===== src/nrdiv_pkg.sv =====
// Package of constants and types for the divide step datapath
package nrdiv_pkg;
  localparam int ACC_W       = 36;
  localparam int DIVS_W      = 16;
  localparam int LOW_W       = 16;
  localparam int HI_W        = 20;
  localparam int ACC_MSB     = 35;
  localparam int DIVS_MSB    = 15;
  localparam int STEP_CYCLES = 2;
  localparam logic [35:0] ACC_RST   = 36'h0_0000_0000;
  localparam logic [15:0] DIVS_RST  = 16'h0000;

  typedef enum logic [1:0]
  {
    NRDIV_IDLE = 2'b01,
    NRDIV_EXEC = 2'b10
  } nrdiv_state_t;
endpackage


===== src/nrdiv_step_if.sv =====
// Interface carrying one divide step between the control and arithmetic parts
`timescale 1ns/1ns
interface nrdiv_step_if;
  logic [35:0] acc_in;
  logic [15:0] divs;
  logic        carry_in;
  logic [35:0] acc_out;
  logic        carry_out;
  logic        ovf_out;
  modport ctrl (output acc_in, output divs, output carry_in,
                input acc_out, input carry_out, input ovf_out);
  modport alu  (input acc_in, input divs, input carry_in,
                output acc_out, output carry_out, output ovf_out);
endinterface


===== src/nrdiv_alu.sv =====
// Combinational arithmetic of one non-restoring divide step
`timescale 1ns/1ns
module nrdiv_alu
(
  nrdiv_step_if.alu      step
);
  import nrdiv_pkg::*;

  logic              sel_add;
  logic [35:0]       shifted;
  logic [19:0]       divs_ext;
  logic [19:0]       upper_res;

  always_comb
  begin
    sel_add   = step.acc_in[ACC_MSB] ^ step.divs[DIVS_MSB];
    shifted   = {step.acc_in[34:0], step.carry_in};
    divs_ext  = {{4{step.divs[DIVS_MSB]}}, step.divs};
    if (sel_add)
    begin
      upper_res = shifted[35:16] + divs_ext;
    end
    else
    begin
      upper_res = shifted[35:16] - divs_ext;
    end
    step.acc_out   = {upper_res, shifted[15:0]};
    step.carry_out = ~upper_res[HI_W-1];
    step.ovf_out   = step.acc_in[ACC_MSB] ^ step.acc_in[ACC_MSB-1];
  end
endmodule


===== src/nrdiv_top.sv =====
// Divide step datapath top: accumulator, divisor, flags and step timing
`timescale 1ns/1ns
// Behaviour
// - Divisor is a signed 16-bit two's complement value.
// - Operation chosen by XOR of accumulator bit 35 and divisor bit 15.
// - Accumulator shifts left one place, carry enters bit 0.
// - Divisor added to upper part if XOR is one, else subtracted.
// - Divisor sign-extended so the operation's carry is the next quotient bit.
// - Upper part holds partial remainder, low word the formed quotient.
// - Limit flag set whenever a step sets overflow.
// - Overflow set when the shift changes the accumulator's top bit.
// - Carry set when result bit 35 is zero, cleared otherwise.
// - A step completes in two clock cycles.
module nrdiv_top
(
  // Clock and reset
  input  wire logic                        i_core_clk,
  input  wire logic                        i_rst,
  // Loads from the core
  input  wire logic                        i_acc_load,
  input  wire logic [nrdiv_pkg::ACC_W-1:0] i_acc_data,
  input  wire logic                        i_divs_load,
  input  wire logic [nrdiv_pkg::DIVS_W-1:0] i_divs_data,
  input  wire logic                        i_carry_load,
  input  wire logic                        i_carry_data,
  input  wire logic                        i_limit_clr,
  // Step request
  input  wire logic                        i_step,
  // Results
  output logic [nrdiv_pkg::ACC_W-1:0]      o_acc,
  output logic [nrdiv_pkg::LOW_W-1:0]      o_acc_low_word,
  output logic [nrdiv_pkg::HI_W-1:0]       o_acc_upper_word,
  output logic                             o_carry,
  output logic                             o_ovf,
  output logic                             o_limit,
  output logic                             o_busy,
  output logic                             o_done
);
  import nrdiv_pkg::*;

  // ----------------------------------------
  // State
  // ----------------------------------------
  nrdiv_state_t      state_q;
  nrdiv_state_t      state_d;
  logic [35:0]       acc_q;
  logic [15:0]       divs_q;
  logic              carry_q;
  logic              ovf_q;
  logic              limit_q;
  logic              done_q;
  logic              busy_q;
  logic              finish;

  nrdiv_step_if      step ();

  assign step.acc_in   = acc_q;
  assign step.divs     = divs_q;
  assign step.carry_in = carry_q;

  nrdiv_alu u_alu
  (
    .step (step)
  );

  // ----------------------------------------
  // Step timing
  // ----------------------------------------
  assign finish = (state_q == NRDIV_EXEC);

  always_comb
  begin
    state_d = state_q;
    case (state_q)
      NRDIV_IDLE:
      begin
        if (i_step)
        begin
          state_d = NRDIV_EXEC;
        end
      end
      NRDIV_EXEC:
      begin
        state_d = NRDIV_IDLE;
      end
      default:
      begin
        state_d = NRDIV_IDLE;
      end
    endcase
  end

  always_ff @(posedge i_core_clk or posedge i_rst)
  begin
    if (i_rst)
    begin
      state_q <= NRDIV_IDLE;
    end
    else
    begin
      state_q <= state_d;
    end
  end

  always_ff @(posedge i_core_clk or posedge i_rst)
  begin
    if (i_rst)
    begin
      done_q <= 1'b0;
    end
    else
    begin
      done_q <= finish;
    end
  end

  always_ff @(posedge i_core_clk or posedge i_rst)
  begin
    if (i_rst)
    begin
      busy_q <= 1'b0;
    end
    else
    begin
      busy_q <= (state_d == NRDIV_EXEC);
    end
  end

  // ----------------------------------------
  // Accumulator and divisor
  // ----------------------------------------
  always_ff @(posedge i_core_clk or posedge i_rst)
  begin
    if (i_rst)
    begin
      acc_q <= ACC_RST;
    end
    else if (finish)
    begin
      acc_q <= step.acc_out;
    end
    else if (i_acc_load)
    begin
      acc_q <= i_acc_data;
    end
  end

  always_ff @(posedge i_core_clk or posedge i_rst)
  begin
    if (i_rst)
    begin
      divs_q <= DIVS_RST;
    end
    else if (i_divs_load && !finish)
    begin
      divs_q <= i_divs_data;
    end
  end

  // ----------------------------------------
  // Flags
  // ----------------------------------------
  always_ff @(posedge i_core_clk or posedge i_rst)
  begin
    if (i_rst)
    begin
      carry_q <= 1'b0;
    end
    else if (finish)
    begin
      carry_q <= step.carry_out;
    end
    else if (i_carry_load)
    begin
      carry_q <= i_carry_data;
    end
  end

  always_ff @(posedge i_core_clk or posedge i_rst)
  begin
    if (i_rst)
    begin
      ovf_q <= 1'b0;
    end
    else if (finish)
    begin
      ovf_q <= step.ovf_out;
    end
  end

  always_ff @(posedge i_core_clk or posedge i_rst)
  begin
    if (i_rst)
    begin
      limit_q <= 1'b0;
    end
    else if (finish && step.ovf_out)
    begin
      limit_q <= 1'b1;
    end
    else if (i_limit_clr)
    begin
      limit_q <= 1'b0;
    end
  end

  // ----------------------------------------
  // Outputs
  // ----------------------------------------
  assign o_acc            = acc_q;
  assign o_acc_low_word   = acc_q[15:0];
  assign o_acc_upper_word = acc_q[35:16];
  assign o_carry          = carry_q;
  assign o_ovf            = ovf_q;
  assign o_limit          = limit_q;
  assign o_busy           = busy_q;
  assign o_done           = done_q;
endmodule


===== config.mk =====
export PLATFORM = sky130hd
export DESIGN_NAME = nrdiv_top
export DESIGN_NICKNAME = d
export VERILOG_FILES = /design/src/nrdiv_pkg.sv /design/src/nrdiv_step_if.sv /design/src/nrdiv_alu.sv /design/src/nrdiv_top.sv
export SDC_FILE = /design/constraint.sdc
export NUM_CORES = 1
export LEC_CHECK = 0
export BUFFER_PORTS_ARGS = -buffer_cell sky130_fd_sc_hd__buf_2
export CAP_MARGIN = 20
export CORE_UTILIZATION = 45
export CTS_BUF_LIST = sky130_fd_sc_hd__clkbuf_8
export CTS_CLUSTER_DIAMETER = 200
export DETAILED_ROUTE_END_ITERATION = 8
export GPL_ROUTABILITY_DRIVEN = 0
export GPL_TIMING_DRIVEN = 0
export PLACE_DENSITY_LB_ADDON = 0.2
export SYNTH_ARGS = -nofsm -noshare
export SYNTH_HDL_FRONTEND = slang
export SYNTH_SLANG_ARGS = --single-unit

===== constraint.sdc =====
create_clock -name i_core_clk -period 3 [get_ports i_core_clk]
set_clock_uncertainty 0.1 [all_clocks]
set_input_delay 0.45 -clock i_core_clk [delete_from_list [all_inputs] [get_ports i_core_clk]]
set_output_delay 0.45 -clock i_core_clk [all_outputs]
set_load 0.03 [all_outputs]

==> summary.txt <==
Routing
  • Wire per inst: 16.53 um
  • Post-route DRC: 13
  • Drt total wl: 12400 um
  • Initial drt markers: 261
  • Vias: 4132
  • Routed Antenna Nets: 0
  • Pre-antenna DRT Iters: 8
  • Vias per cell: 5.509

Setup path
  • Worst endpoint required time: 3.13 ns
  • Startpoint types: register
  • Worst Path Buf+Inv: 0
  • RR Startpoint: divs_q[2]
  • Setup crit end kind: register
  • Most used cell, CP: nor2_2
  • Slowest CP cell: dfrtp_2
  • Critical path's largest stage delay: 0.43 ns
  • CP top delay family: simple AND/OR/NAND/NOR gates
  • CP arrival: 3.37 ns
  • CP Cell Sequence: nor4_4, nand2_1, nor2_2, nand2_2, o41ai_4, xnor2_2, ha_1, nand4_1, nor2_1, nor2_2, o21a_1, and4_4, or3_1
  • Critical path class: register to register
  • Crit path launch: divs_q[2]
  • Worst-path fanout max: 4

STA
  • Slew Limit Fails: 0
  • Highest Clock Rate: 308.0 MHz
  • Period minus WS final: 3.247 ns
  • Slew headroom: 50.16%
  • Final worst setup slack: -0.2467 ns
  • Worst slew pin tran: 0.7476 ns
  • Final hold vios: 0
  • Hold slack final: 0.005386 ns
  • # setup viols final: 10
  • Fin crit share: 108.2%
  • RSZ-0062 raised after global routing: yes

Placement
  • Detailed Place HPWL: 8511 um
  • Pre-CTS setup slack: -0.5521 ns
  • Port bufs: 136

Finish
  • Synth-to-Final Area Change: 42.44%
  • Core Util, Final: 67.29%
  • Nets: 720
  • Ant diodes: 0
  • Layout cells sized above 1: 51.40%

Global route
  • Congestion Overflow GR: 0
  • First-pass GRT wire length: 18670 um
  • Number of global-route vias before repair: 3759
  • Gr usage total: 24.50%
  • Pin count of the biggest net entering global routing: 40
  • Antenna violations before repair: 0

Floorplanning
  • Site row count: 34
  • Initial core utilization: 47.24%
  • Die Y: 98.38 um
  • Core footprint: 8848 um^2
  • Die Wd: 98.38 um
  • Die footprint: 9679 um^2
  • I/O pins: 137

Logic synthesis
  • Async S/R FF share, synth: 100.0%
  • Synthesized Nets: 530
  • Ys Warns: 0
  • Dominant synthesized flop cell: dfrtp_1
  • Seq/Total Area, Yosys: 35.35%
  • Top cell type by total area after synthesis: dfrtp_1
  • Gate Count Post-Synth: 447
  • Distinct cells, synth: 55
  • Synth top area cells: dfrtp_1 (35%), mux2i_1 (6.9%), ha_1 (6.6%), buf_4 (6.5%), o21ai_0 (5.3%)
  • Post-synth EDFFs: 0
  • Mapped Area: 4180 um^2
  • Mean Syn Cell Area: 9.352 um^2
  • Share of the synthesized area in the top cell type: 34.72%
  • Synth Register Bits: 59

Clock network
  • Clock Latency Late Sink: 0.35 ns
  • # clock sinks: 59
  • Maximum clock path buffer count: 2
  • Clk slew on worst S/H paths: 0.08 ns
  • CTS tree: done
  • Clk root buf: clkbuf_8
  • Total CTS buffers: 9
  • Htree depth: 3

Pwr
  • Peak supply drop: 0.3678 mV
  • Leak: 2.856 nW
  • Power per cell area: 897.3 nW/um^2
  • Power Total: 5.343 mW

Run
  • Max Cap Viol: 0

Outcome
  • Failing checks: design-rule violations, negative setup slack
  • Status: finished, violations left

Hold path
  • HP Class: input port to asynchronous set/reset pin
[synth_stat cells, types with 4 or more instances]
cell type / count
dfrtp_1: 58
nand2_1: 48
o21ai_0: 44
buf_4: 36
mux2i_1: 29
a21oi_1: 23
nor2_1: 23
ha_1: 22
mux2_2: 19
xor2_1: 16
a211oi_1: 13
inv_1: 11
clkbuf_1: 10
xnor2_1: 10
nor3_1: 8
nor2b_1: 7
a21o_1: 5
buf_2: 5
nand2b_1: 4
nand4_1: 4
[power by group]
| part | switching (mW) | internal (mW) |
|---|---|---|
| clock | 0.367 | 0.329 |
| combinational | 1.98 | 1.52 |
| sequential | 0.211 | 0.942 |
| total | 2.55 | 2.79 |
[registers in the layout, indices dropped and copies added (netlist names)]
register,flops
o_done,1
o_ovf,1
o_busy,1
o_limit,1
state_q,2
divs_q,16
o_carry,1
o_acc,36
[path summary, 6_finish.rpt]
path,endpoint,slack (ns),cells after the start
setup reg to reg,o_carry,-0.25,13
hold reg to reg,o_busy,0.35,1
hold / removal,o_acc[7],0.005,2
max in group asynchronous,state_q[0],2.17,3
setup / recovery,o_carry,-0.25,13
min in group i_core_clk,o_limit,0.17,2
[area by class of cell]
type	count	area (um^2)
plain buffers	52	345.3
clock buffers	10	137.6
clock inverters	6	47.55
fillers	731	2894
inverters	11	41.29
multi-input cells	324	2716
flip-flops and latches	59	1489
well taps	108	135.1
repair buffers	180	1042
[metrics by stage]
step / TNS [ns] / cells / area [um^2]
after floorplan: -0.04430 / 447 / 4222
after detailed placement: -3.218 / 692 / 5057
after global placement: -1.935 / 691 / 5037
after global routing: -2.508 / 750 / 5954
final: -1.189 / 750 / 5954
after CTS: -0.8895 / 732 / 5585
[cells in the final DEF, fill, tap and decap left out, drive strengths merged, types with 5 or more instances in the layout]
master / instances
xor2: 17
nor2b: 7
nor3: 8
dfrtp: 58
mux2: 19
buf: 224
xnor2: 10
ha: 22
nand2: 48
a21o: 5
inv: 13
nand4: 5
mux2i: 29
nor2: 23
a211oi: 13
o21ai: 44
clkbuf: 18
a21oi: 23
[timing repair]
| item | 4_1_cts | 5_1_grt |
|---|---|---|
| hold buffers | 0 | 0 |
| pin swaps | 27 | 22 |
| setup endpoints to repair | 13 | 14 |
| buffers inserted | 26 | 19 |
| gates cloned | 0 | 1 |
| resized for setup | 47 | 50 |
[logic make-up after synthesis]
logic type / synth area share (%)
AOI/OAI and AO/OA: 16.55
xor gates and xnor gates: 5.447
adders and majority gates: 7.064
buffers and inverters: 9.219
DFF: 35.35
muxes: 12.06
and+or+nand+nor: 14.31
[routing by layer]
metal | vias to the layer above | global-route usage, % | wire length [um]
li1 | 1943 | - | -
met3 | 24 | 3.937 | 899
met5 | - | 0 | 0
met1 | 1975 | 32.51 | 5210
met2 | 190 | 40.95 | 6081
met4 | 0 | 7.922 | 203
(Power assumes the default switching activity.)
